$ cat src/logic/sau_defs.vh
// Field positions, codes and reset values for the serial-port UART
`ifndef SAU_DEFS_VH
`define SAU_DEFS_VH
`define SAU_WORD_BITS 16
`define SAU_OP_WCFG 2'b11
`define SAU_OP_RCFG 2'b01
`define SAU_OP_WDAT 2'b10
`define SAU_OP_RDAT 2'b00
`define SAU_CFG_RX_QUEUE_ENABLE_N 13
`define SAU_CFG_SW_POWERDOWN 12
`define SAU_CFG_TX_DONE_MASK 11
`define SAU_CFG_RX_DATA_MASK 10
`define SAU_CFG_PARITY_IRQ_MASK 9
`define SAU_CFG_ACT_MASK 8
`define SAU_CFG_INFRARED 7
`define SAU_CFG_ST 6
`define SAU_CFG_PARITY_ENABLE 5
`define SAU_CFG_L 4
`define SAU_CFG_RESET 14'h0000
`define SAU_WD_TE 10
`define SAU_WD_RTS 9
`define SAU_WD_PARITY 8
`define SAU_FIFO_DEPTH 8
`define SAU_OVS 16
`define SAU_VOTE_A 4'h6
`define SAU_VOTE_B 4'h7
`define SAU_VOTE_C 4'h8
`define SAU_VOTE_DONE 4'h9
`define SAU_INFRARED_PULSE 4'h3
`endif

$ cat src/logic/sau_uart.v
// Serial-port UART core: host port, baud generator, transmitter, receiver, FIFO
`timescale 1ns/10ps
`include "sau_defs.vh"

// Summary of operation
// - Serial data output tri-stated while chip select is high.
// - Interrupt, transmit and handshake outputs always driven.
// - Hardware powerdown low stops baud clock, transmitter and receiver at once, abandoning transmit; host port keeps running.
// - Inverted clear-to-send pin level is reported in read-data status.
// - Request-to-send pin is driven to the inverse of the bit written in data-write word.
// - In powerdown any receive-line transition raises interrupt when the activity mask is set.
// - Configuration word sets baud, length, parity, FIFO enable.
// - Configuration also sets infrared timing, powerdown, four masks.
// - Data-write word low 7 or 8 bits are the character.
// - Data-write word carries parity bit sent when enabled.
// - Received word interrupts when received-data mask set, or when parity mask set and its parity bit is high.
// - Data read returns oldest character, parity and clear-to-send.
// - One read bit is framing error, or activity in powerdown.
// - Baud clock divides oscillator by divisor from four bits.
// - Baud clock runs at sixteen times bit rate.
// - Transmitter adds start and stop bits at bit rate.
// - Receiver starts a character at a falling receive edge.
// - Start detection may lag the edge by one sample.
// - Start bit value is majority of samples seven to nine.
// - All later bits also resolved by three-sample majority.
// - Eight-word receive FIFO flushed on overflow.
// - Output changes on falling clock, input captured on rising.
// - Transfers are 16 bits; early chip-select rise writes nothing.
// - First two bits select one of four operations.
// - Configuration write clears FIFO, flags and holding registers.
module sau_uart (
	input wire mclk,
	input wire rst_n,
	input wire hw_powerdown_n,
	input wire sclk,
	input wire cs_n,
	input wire din,
	output reg dout,
	output reg dout_oe,
	output reg irq_n,
	output reg tx,
	output reg rts_n,
	input wire cts_n,
	input wire rx
);

	// ----------------------------------------
	// Decoders
	// ----------------------------------------
	function [15:0] baud_divisor;
		input [3:0] sel;
		begin
			baud_divisor = 16'h0001 << sel[3:0];
		end
	endfunction

	function maj3;
		input a;
		input b;
		input c;
		begin
			maj3 = (a & b) | (a & c) | (b & c);
		end
	endfunction

	localparam TX_IDLE = 4'b0001;
	localparam TX_START = 4'b0010;
	localparam TX_DATA = 4'b0100;
	localparam TX_STOP = 4'b1000;
	localparam RX_IDLE = 3'b001;
	localparam RX_BITS = 3'b010;
	localparam RX_STOP = 3'b100;

	reg [13:0] cfg_r;
	reg [13:0] cfg_pend_r;
	reg cfg_pend_v_r;
	reg sclk_d_r;
	reg cs_d_r;
	reg [15:0] sh_in_r;
	reg [15:0] sh_out_r;
	reg [4:0] bcnt_r;
	reg [15:0] div_cnt_r;
	reg tick_r;
	reg [3:0] tx_st_r;
	reg [3:0] tx_ovs_r;
	reg [3:0] tx_idx_r;
	reg [9:0] tx_sh_r;
	reg [8:0] tx_buf_r;
	reg tx_buf_v_r;
	reg t_flag_r;
	reg tx_done_ev_r;
	reg [2:0] rx_st_r;
	reg [3:0] rx_ovs_r;
	reg [3:0] rx_idx_r;
	reg [2:0] rx_smp_r;
	reg [8:0] rx_sh_r;
	reg rx_d_r;
	reg [9:0] fifo_r [0:`SAU_FIFO_DEPTH-1];
	reg [2:0] wp_r;
	reg [2:0] rp_r;
	reg [3:0] cnt_r;
	reg act_r;
	reg par_ev_r;

	wire sclk_rise = sclk & ~sclk_d_r;
	wire sclk_fall = ~sclk & sclk_d_r;
	wire cs_rise = cs_n & ~cs_d_r;
	wire word_ok = (bcnt_r == 5'd16);
	wire [1:0] op = sh_in_r[15:14];
	wire pd = ~hw_powerdown_n | cfg_r[`SAU_CFG_SW_POWERDOWN];
	wire len7 = cfg_r[`SAU_CFG_L];
	wire par_en = cfg_r[`SAU_CFG_PARITY_ENABLE];
	wire [3:0] nbits = (len7 ? 4'd7 : 4'd8) + {3'b000, par_en};
	wire r_flag = (cnt_r != 4'd0);
	wire [9:0] head = r_flag ? fifo_r[rp_r] : 10'h000;
	wire [15:0] rd_word = {r_flag, t_flag_r, 3'b000, pd ? act_r : head[9], ~cts_n,
		head[8:0]};
	wire [15:0] rc_word = {r_flag, t_flag_r, cfg_r};
	wire tx_busy = (tx_st_r != TX_IDLE);
	wire rx_fe = ~rx & rx_d_r;
	wire rx_tog = rx ^ rx_d_r;
	wire rx_vote_mid = (rx_ovs_r == `SAU_VOTE_DONE);
	wire rx_vote = maj3(rx_smp_r[2], rx_smp_r[1], rx_smp_r[0]);
	wire [8:0] rx_word = len7 ? (par_en ? {rx_sh_r[8], 1'b0, rx_sh_r[7:1]} : {2'b00, rx_sh_r[8:2]})
		: (par_en ? rx_sh_r : {1'b0, rx_sh_r[8:1]});
	wire rx_push = tick_r & (rx_st_r == RX_STOP) & rx_vote_mid;
	wire rd_pop = cs_rise & word_ok & (op == `SAU_OP_RDAT) & r_flag;
	wire wcfg = cs_rise & word_ok & (op == `SAU_OP_WCFG);
	wire wdat = cs_rise & word_ok & (op == `SAU_OP_WDAT);
	wire irq_cond = (cfg_r[`SAU_CFG_RX_DATA_MASK] & r_flag)
		| (cfg_r[`SAU_CFG_TX_DONE_MASK] & t_flag_r)
		| (cfg_r[`SAU_CFG_PARITY_IRQ_MASK] & par_ev_r) | (cfg_r[`SAU_CFG_ACT_MASK] & act_r);

	// ----------------------------------------
	// Host serial port
	// ----------------------------------------
	always @(posedge mclk or negedge rst_n) begin
		if (!rst_n) begin
			sclk_d_r <= 1'b0;
			cs_d_r <= 1'b1;
			sh_in_r <= 16'h0000;
			sh_out_r <= 16'h0000;
			bcnt_r <= 5'd0;
			dout <= 1'b0;
			dout_oe <= 1'b0;
		end else begin
			sclk_d_r <= sclk;
			cs_d_r <= cs_n;
			dout_oe <= ~cs_n;
			if (cs_n) begin
				bcnt_r <= 5'd0;
			end else if (sclk_rise && bcnt_r != 5'd16) begin
				sh_in_r <= {sh_in_r[14:0], din};
				bcnt_r <= bcnt_r + 5'd1;
				if (bcnt_r == 5'd1) begin
					sh_out_r <= ({sh_in_r[0], din} == `SAU_OP_RCFG) ? {rc_word[13:0], 2'b00}
						: {rd_word[13:0], 2'b00};
				end
			end else if (sclk_fall && bcnt_r >= 5'd1) begin
				dout <= sh_out_r[15];
				sh_out_r <= {sh_out_r[14:0], 1'b0};
			end
			if (cs_d_r & ~cs_n) begin
				dout <= r_flag;
				sh_out_r <= {t_flag_r, 15'h0000};
			end
		end
	end

	// ----------------------------------------
	// Configuration and control
	// ----------------------------------------
	always @(posedge mclk or negedge rst_n) begin
		if (!rst_n) begin
			cfg_r <= `SAU_CFG_RESET;
			cfg_pend_r <= `SAU_CFG_RESET;
			cfg_pend_v_r <= 1'b0;
			rts_n <= 1'b1;
			tx_buf_r <= 9'h000;
			tx_buf_v_r <= 1'b0;
			t_flag_r <= 1'b1;
		end else begin
			if (wcfg) begin
				cfg_r[11:8] <= sh_in_r[11:8];
				if (tx_busy) begin
					cfg_pend_r <= sh_in_r[13:0];
					cfg_pend_v_r <= 1'b1;
				end else begin
					cfg_r <= sh_in_r[13:0];
				end
			end else if (cfg_pend_v_r && !tx_busy) begin
				cfg_r <= {cfg_pend_r[13:12], cfg_r[11:8], cfg_pend_r[7:0]};
				cfg_pend_v_r <= 1'b0;
			end
			if (wdat) begin
				rts_n <= ~sh_in_r[`SAU_WD_RTS];
			end
			if (wcfg) begin
				tx_buf_v_r <= 1'b0;
				tx_buf_r <= 9'h000;
				t_flag_r <= 1'b0;
			end else if (wdat && !sh_in_r[`SAU_WD_TE]) begin
				tx_buf_r <= {sh_in_r[`SAU_WD_PARITY], len7 ? 1'b0 : sh_in_r[7], sh_in_r[6:0]};
				tx_buf_v_r <= 1'b1;
				t_flag_r <= 1'b0;
			end else if (tx_buf_v_r && !tx_busy && !pd) begin
				tx_buf_v_r <= 1'b0;
			end else if (tx_done_ev_r) begin
				t_flag_r <= 1'b1;
			end
		end
	end

	// ----------------------------------------
	// Baud generator and transmitter
	// ----------------------------------------
	always @(posedge mclk or negedge rst_n) begin
		if (!rst_n) begin
			div_cnt_r <= 16'h0000;
			tick_r <= 1'b0;
			tx_st_r <= TX_IDLE;
			tx_ovs_r <= 4'h0;
			tx_idx_r <= 4'h0;
			tx_sh_r <= 10'h3FF;
			tx <= 1'b1;
			tx_done_ev_r <= 1'b0;
		end else begin
			tx_done_ev_r <= 1'b0;
			if (pd || div_cnt_r >= baud_divisor(cfg_r[3:0]) - 16'h0001) begin
				div_cnt_r <= 16'h0000;
			end else begin
				div_cnt_r <= div_cnt_r + 16'h0001;
			end
			tick_r <= ~pd & (div_cnt_r >= baud_divisor(cfg_r[3:0]) - 16'h0001);
			if (pd) begin
				tx_st_r <= TX_IDLE;
				tx <= 1'b1;
			end else begin
				case (tx_st_r)
					TX_IDLE: begin
						tx <= 1'b1;
						if (tx_buf_v_r && !wcfg) begin
							tx_sh_r <= len7 ? {2'b11, tx_buf_r[8], tx_buf_r[6:0]}
								: {1'b1, tx_buf_r[8], tx_buf_r[7:0]};
							if (!par_en) begin
								tx_sh_r <= len7 ? {3'b111, tx_buf_r[6:0]}
									: {2'b11, tx_buf_r[7:0]};
							end
							tx_st_r <= TX_START;
							tx_ovs_r <= 4'h0;
						end
					end
					TX_START: begin
						if (tick_r) begin
							tx_ovs_r <= tx_ovs_r + 4'h1;
							if (tx_ovs_r == 4'hF) begin
								tx_st_r <= TX_DATA;
								tx_idx_r <= 4'h0;
							end
						end
						tx <= cfg_r[`SAU_CFG_INFRARED] ? (tx_ovs_r >= `SAU_INFRARED_PULSE) : 1'b0;
					end
					TX_DATA: begin
						tx <= cfg_r[`SAU_CFG_INFRARED] ? (tx_sh_r[0] | (tx_ovs_r >= `SAU_INFRARED_PULSE))
							: tx_sh_r[0];
						if (tick_r) begin
							tx_ovs_r <= tx_ovs_r + 4'h1;
							if (tx_ovs_r == 4'hF) begin
								tx_sh_r <= {1'b1, tx_sh_r[9:1]};
								tx_idx_r <= tx_idx_r + 4'h1;
								if (tx_idx_r == nbits - 4'h1) begin
									tx_st_r <= TX_STOP;
								end
							end
						end
					end
					TX_STOP: begin
						tx <= 1'b1;
						if (tick_r) begin
							tx_ovs_r <= tx_ovs_r + 4'h1;
							if (tx_ovs_r == 4'hF) begin
								tx_st_r <= TX_IDLE;
								tx_done_ev_r <= 1'b1;
							end
						end
					end
					default: begin
						tx_st_r <= TX_IDLE;
					end
				endcase
			end
		end
	end

	// ----------------------------------------
	// Receiver, FIFO and interrupt
	// ----------------------------------------
	always @(posedge mclk or negedge rst_n) begin
		if (!rst_n) begin
			rx_d_r <= 1'b1;
			rx_st_r <= RX_IDLE;
			rx_ovs_r <= 4'h0;
			rx_idx_r <= 4'h0;
			rx_smp_r <= 3'b111;
			rx_sh_r <= 9'h000;
			wp_r <= 3'd0;
			rp_r <= 3'd0;
			cnt_r <= 4'd0;
			act_r <= 1'b0;
			par_ev_r <= 1'b0;
			irq_n <= 1'b1;
		end else begin
			rx_d_r <= rx;
			if (tick_r) begin
				rx_ovs_r <= rx_ovs_r + 4'h1;
				// vote over samples 7 to 9
				if (rx_ovs_r >= `SAU_VOTE_A && rx_ovs_r <= `SAU_VOTE_C) begin
					rx_smp_r <= {rx_smp_r[1:0], rx};
				end
			end
			case (rx_st_r)
				RX_IDLE: begin
					if (rx_fe && !pd) begin
						rx_st_r <= RX_BITS;
						rx_ovs_r <= 4'h0;
						rx_idx_r <= 4'hF;
					end
				end
				RX_BITS: begin
					if (tick_r && rx_ovs_r == 4'hF) begin
						rx_idx_r <= rx_idx_r + 4'h1;
						if (rx_idx_r == 4'hF && rx_vote) begin
							rx_st_r <= RX_IDLE;
						end else if (rx_idx_r != 4'hF) begin
							rx_sh_r <= {rx_vote, rx_sh_r[8:1]};
							if (rx_idx_r == nbits - 4'h1) begin
								rx_st_r <= RX_STOP;
							end
						end
					end
				end
				RX_STOP: begin
					if (tick_r && rx_vote_mid) begin
						rx_st_r <= RX_IDLE;
					end
				end
				default: begin
					rx_st_r <= RX_IDLE;
				end
			endcase
			if (pd) begin
				rx_st_r <= RX_IDLE;
			end
			if (wcfg) begin
				wp_r <= 3'd0;
				rp_r <= 3'd0;
				cnt_r <= 4'd0;
			end else if (rx_push && (cnt_r == `SAU_FIFO_DEPTH ||
				(cfg_r[`SAU_CFG_RX_QUEUE_ENABLE_N] && cnt_r != 4'd0 && !rd_pop))) begin
				wp_r <= 3'd0;
				rp_r <= 3'd0;
				cnt_r <= 4'd0;
			end else begin
				if (rx_push) begin
					wp_r <= wp_r + 3'd1;
				end
				if (rd_pop) begin
					rp_r <= rp_r + 3'd1;
				end
				cnt_r <= cnt_r + {3'b000, rx_push} - {3'b000, rd_pop};
			end
			if (wcfg) begin
				act_r <= 1'b0;
			end else if (pd && rx_tog) begin
				act_r <= 1'b1;
			end else if (rd_pop) begin
				act_r <= 1'b0;
			end
			if (rx_push) begin
				par_ev_r <= par_en & rx_sh_r[8];
			end else if (rd_pop || wcfg) begin
				par_ev_r <= 1'b0;
			end
			irq_n <= ~irq_cond;
		end
	end

	genvar gi;
	generate
		for (gi = 0; gi < `SAU_FIFO_DEPTH; gi = gi + 1) begin : g_fifo
			always @(posedge mclk or negedge rst_n) begin
				if (!rst_n) begin
					fifo_r[gi] <= 10'h000;
				end else if (rx_push && wp_r == gi) begin
					fifo_r[gi] <= {~rx_vote, rx_word};
				end
			end
		end
	endgenerate

endmodule // sau_uart

$ cat config.mk
export PLATFORM = sky130hd
export DESIGN_NAME = sau_uart
export DESIGN_NICKNAME = d
export VERILOG_FILES = /design/src/logic/sau_uart.v
export VERILOG_INCLUDE_DIRS = /design/src /design/src/logic
export SDC_FILE = /design/constraint.sdc
export NUM_CORES = 1
export LEC_CHECK = 0
export BUFFER_PORTS_ARGS = -buffer_cell sky130_fd_sc_hd__clkbuf_2
export CAP_MARGIN = 20
export CELL_PAD_IN_SITES_DETAIL_PLACEMENT = 1
export CELL_PAD_IN_SITES_GLOBAL_PLACEMENT = 1
export CORE_ASPECT_RATIO = 0.75
export CORE_MARGIN = 2
export CORE_UTILIZATION = 45
export CTS_CLUSTER_SIZE = 40
export DETAILED_ROUTE_END_ITERATION = 7
export PLACE_DENSITY = 0.69
export SYNTH_ARGS = -nofsm -noshare
export SYNTH_HDL_FRONTEND = slang
export SYNTH_SLANG_ARGS = --single-unit
$ cat constraint.sdc
create_clock -name mclk -period 3.79 [get_ports mclk]
set_input_delay 0.379 -clock mclk [delete_from_list [all_inputs] [get_ports mclk]]
set_output_delay 0.379 -clock mclk [all_outputs]
set_load 0.01 [all_outputs]
---- Word-level counts from Yosys, hierarchy flattened ----
Cells that the tools add are included.
cells by class
  $add $sub $neg .......................... 13
  $lt $le $gt $ge ......................... 6
  eq/ne operators ......................... 56
  shifts and indexed selects .............. 1
  mux-type cells .......................... 98
  bitwise logic cells ..................... 42
  reduce and logical (&&, ||, !) cells .... 68
operator list
  operator                                             count
  2-to-1 mux 16 bit                                    7
  2-to-1 mux 4 bit                                     23
  2-to-1 mux 9 bit                                     7
  2-to-1 mux 10 bit                                    6
  2-to-1 mux 14 bit                                    3
  2-to-1 mux 3 bit                                     13
  inequality test 3 bit (second input constant)        11
  binary-select mux 10 bit (select 3 bit)              1
  2-to-1 mux 1 bit                                     28
  == test 4 bit (second input constant)                6
  logical AND 1 bit                                    24
  one-hot mux 4 bit (2 select lines)                   3
  bitwise AND 1 bit                                    21
  one-hot mux 10 bit (2 select lines)                  1
  inequality test 2 bit (second input constant)        9
  nonzero test 2 bit                                   9
  nonzero test 3 bit                                   6
  adder 16 x 1 -> 16 bit (second input constant)       1
  adder 4 x 1 -> 4 bit (second input constant)         4
  >= comparator 16 bit                                 1
  one-hot mux 4 bit (4 select lines)                   1
  << shifter 1 x 4 -> 16 bit (first input constant)    1
  subtractor 16 x 1 -> 16 bit (second input constant)  1
  == test 3 bit (second input constant)                5
  47 further kinds                                     92
word-level totals
  bits in registers ....................... 240
  input bits .............................. 8

---- Depth between registers and ports, before layout ----
  depth after elaboration ................. 11
  gate-level depth with buffers ........... 16
  depth with buffers taken out ............ 12

---- Least setup slack after synthesis ----
No wires, ideal clock.
  path kind ............................... register to register
  from .................................... reg cfg_r[1]
  to ...................................... reg div_cnt_r[10]
  library setup time ...................... 0.078 ns
  arrival time ............................ 3.330 ns
  data required time ...................... 3.712 ns
  path slack .............................. 0.382 ns
  cell stages (with the launch flop) ...... 16
  buffers on the path ..................... 3
  period minus slack after synthesis ...... 3.408 ns
  cells stage by stage .................... dfrtp_1 or2_2 or3_1 ha_1 clkbuf_1 nor4b_1 a21oi_1 o22a_1 ha_1 a21o_1 a21oi_1 a21oi_1 or3_1 clkbuf_1 clkbuf_1 a21oi_1
on the way
  word-level cells in the longest chain between the ends .. 5
ends and longest elaborated chain
  element                      line            source
  start, declared              sau_uart.v:74   reg [13:0] cfg_r;
  start signal, assigned       sau_uart.v:175  cfg_r <= `SAU_CFG_RESET;
  start signal, assigned       sau_uart.v:189  cfg_r <= sh_in_r[13:0];
  start signal, assigned       sau_uart.v:192  cfg_r <= {cfg_pend_r[13:12], cfg_r[11:8], cfg_pend_r[7:0]};
  << shifter 1 x 4 -> 16 bit   sau_uart.v:53   baud_divisor = 16'h0001 << sel[3:0];
  subtractor 16 x 1 -> 16 bit  sau_uart.v:229  if (pd || div_cnt_r >= baud_divisor(cfg_r[3:0]) - 16'h0001) begin
  >= comparator 16 bit         sau_uart.v:229
  logical OR 1 bit             sau_uart.v:229
  2-to-1 mux 16 bit            sau_uart.v:229
  end signal, assigned         sau_uart.v:232  div_cnt_r <= div_cnt_r + 16'h0001;
  end, declared                sau_uart.v:82   reg [15:0] div_cnt_r;
Every way passes these cells.
A chain may end at the register's enable or synchronous reset.

---- Worst setup path after layout ----
  from .................................... reg cfg_r[0]
  to ...................................... reg div_cnt_r[12]
The elaborated chain is that of the path after synthesis.

==> flow_summary.json <==
{
  "status": "finished clean",
  "start_util_pct": 45.58,
  "clkLatencyLatePin_ns": 0.53,
  "synth-edff-count": 0,
  "clkTransAtPathRegs_ns": 0.06,
  "final_nets": 1090,
  "cpMaxStageDelayCell": "or3_4",
  "cp_top_family": "simple AND/OR/NAND/NOR gates",
  "fin_skew_ns": 0.01273,
  "die_w_um": 190.6,
  "r2r_cells": 12,
  "cts_buffer_depth": 3,
  "cts_tree": "yes",
  "endpoint": "div_cnt_r[12]",
  "yosysWarningCount": 0,
  "path_class": "flip-flop to flip-flop",
  "fin_crit_sh_pct": 91.62,
  "numPortBuffers": 12,
  "cp-start-kind": "flip-flop",
  "grt-ovfl-total": 0,
  "grt_setup_unrepaired": "false",
  "timing.rr.start": "cfg_r[0]",
  "final_common_cell": "dfrtp_1",
  "synth_area_mm2": 0.01175,
  "hold_viol": 0,
  "finalSetupTns_ns": 0,
  "worstMarginPinSlew_ns": 1.122,
  "slew_headroom_pct": 25.16,
  "path_common_cell": "a21oi_1",
  "p_per_area_mw_per_mm2": 465.8,
  "synth_cells": 1032,
  "grt_pass1_wl_um": 46710,
  "antenna_found_initial": 0,
  "fp.dieH_um": 143.9,
  "timing.rr.end": "div_cnt_r[12]",
  "cts_root_buf": "clkbuf_16",
  "drt.antenna.violating_nets": 0,
  "grt_max_degree": 99,
  "syn2layout_area_growth_pct": 10.34,
  "cts_max_level": 1,
  "numClockSinks": 233,
  "drtPass1Iterations": 5,
  "hold_class": "primary input to flip-flop",
  "ys_types": 80,
  "place_ws_ns": 0.1367,
  "synthArstFlopShare_pct": 100.0,
  "seq_area_mm2": 0.005856,
  "ys_seq_area_share_pct": 49.83,
  "r2r_setup_slack_ns": 0.32,
  "n_fill_cell": 2728,
  "drc": 0,
  "p_leak_nw": 5.919,
  "layout-drive-gt1-share_pct": 23.01,
  "vias": 7932,
  "multi_input_area_mm2": 0.005518,
  "startpoint": "cfg_r[0]",
  "final.setup.worst_slack_ns": 0.3174,
  "num_antenna_cells": 0,
  "finalSetupViolCount": 0,
  "vias_per_cell": 5.666,
  "cp.depth": 12,
  "crit_fanout": 16,
  "cts_setup_buffers": 0,
  "cp.required_ns": 4.24,
  "max_clock_freq_mhz": 288.0,
  "wire_per_inst_um": 20.45,
  "cp.arrival_ns": 3.93,
  "dp_hpwl_um": 19080,
  "row_count": 51,
  "final_max_slew_viol_count": 0,
  "synth_nets": 1084,
  "max_stage_delay_ns": 0.45,
  "dieArea_mm2": 0.02743,
  "io_pins": 13,
  "ys_seq_elements": 233,
  "final_core_util_pct": 50.29,
  "vdd_ir_drop_max_uv": 388.2,
  "syn_avg_cell_area_um2": 11.39,
  "wl_um": 28630,
  "end_kind": "flip-flop",
  "drt_iter0_drc": 380,
  "path_buf_inv": 0,
  "track_usage_pct": 21.75,
  "numCtsBuffers": 25,
  "cap_violations": 0,
  "first_global_vias": 8251,
  "crit_chain": "or2_2 > or3_1 > ha_1 > nor4b_1 > a21oi_1 > o22a_1 > ha_1 > a21o_1 > a21oi_1 > a21oi_1 > or3_4 > a21oi_1",
  "place_congestion": 0.7424,
  "ys.flop_type": "dfrtp_1",
  "core_mm2": 0.02578,
  "fin_crit_ns": 3.473,
  "final_cell_mix": "213 x dfrtp_1, 113 x mux2_2, 97 x nand2_1"
}
[flip-flops by register name, indices dropped and copies added (netlist names), 5 cells and up]
name / cells
bcnt_r: 5
sh_in_r: 16
cfg_r: 14
sh_out_r: 14
tx_buf_r: 9
tx_sh_r: 9
div_cnt_r: 16
fifo_r: 80
cfg_pend_r: 10
rx_sh_r: 9
[worst reg2reg max path, stage by stage, from the launching register on]
cell and delay (ns):
dfrtp_1 0.37, or2_2 0.31, or3_1 0.34, ha_1 0.31
nor4b_1 0.29, a21oi_1 0.07, o22a_1 0.20, ha_1 0.31
a21o_1 0.19, a21oi_1 0.22, a21oi_1 0.13, or3_4 0.45
a21oi_1 0.18
[logic make-up (layout without fill, tap and decap cells)]
logic type,after synthesis,count (layout),synth area share (%)
buffers and inverters,83,107,3.248
AO/OA/AOI/OAI,209,209,11.40
flip-flops,233,233,49.83
multiplexers,148,148,16.10
other,1,1,0.03191
XOR/XNOR,36,36,2.683
adder cells (fa/ha/maj),45,45,4.834
AND/OR/NAND/NOR,277,277,11.86
[area by class of cell]
| type | instances | share of cell area, % |
|---|---|---|
| multi-input cells | 716 | 42.56 |
| flip-flops and latches | 233 | 45.17 |
| inverters | 28 | 0.8107 |
| well taps | 344 | 3.320 |
| clock inverters | 8 | 0.3088 |
| repair buffers | 34 | 2.046 |
| clock buffers | 37 | 5.790 |
[per-layer routing]
layer,vias up,GRT usage [%],part of all wire (%),wire length (µm)
li1,3738,-,-,-
met1,4084,32.78,50,14380
met2,87,33.70,45,12820
met3,23,3.028,3.5,1005
met4,0,3.917,1.5,420
met5,-,0,0,0
[metrics by stage]
step | instance area, µm² | cells | hold slack [ns] | total power, mW
5_1_grt | 12960 | 1400 | 0.08293 | 6.338
3_5_place_dp | 12130 | 1351 | 0.4647 | 3.703
2_1_floorplan | 11750 | 1032 | 0.08341 | 3.437
3_3_place_gp | 12130 | 1351 | 0.4491 | 3.666
6_report | 12960 | 1400 | 0.08923 | 6.039
4_1_cts | 12950 | 1399 | 0.07580 | 6.124
[where the power goes]
part | switching (mW) | leakage, nW | internal (mW)
clock | 1.02 | 0.402 | 1.36
combinational | 0.442 | 2.42 | 0.300
sequential | 0.199 | 3.10 | 2.72
[worst min-delay path by stage]
stage,endpoint,startpoint,slack (ns),cells past startpoint
6_report,sh_in_r[0],din,0.09,2
5_1_grt,sh_in_r[0],din,0.08,2
4_1_cts,sh_in_r[0],din,0.08,2
3_5_place_dp,sh_out_r[2],sh_out_r[2],0.46,2
3_3_place_gp,sh_out_r[2],sh_out_r[2],0.45,2
2_1_floorplan,act_r,rst_n,0.08,0
[cell usage after synthesis (all sizes together), types with 20 or more instances]
cell type / n / share of area (%)
xor2: 24 / 1.8
nand3: 23 / 1.0
ha: 43 / 4.6
inv: 27 / 0.86
dfstp: 20 / 4.5
nand2: 99 / 3.2
buf: 29 / 1.5
mux4: 20 / 4.0
mux2: 113 / 11
nor2: 66 / 2.2
o21ai: 54 / 2.3
a21oi: 67 / 2.9
clkbuf: 26 / 0.83
dfrtp: 213 / 45
[timing repair]
item / CTS / global route
endpoints found under the setup margin: 0 / 16
hold buffers: 3 / 0
gates resized for setup: 0 / 1
endpoints found under the hold margin: 93 / 0
(Power assumes the default switching activity.)
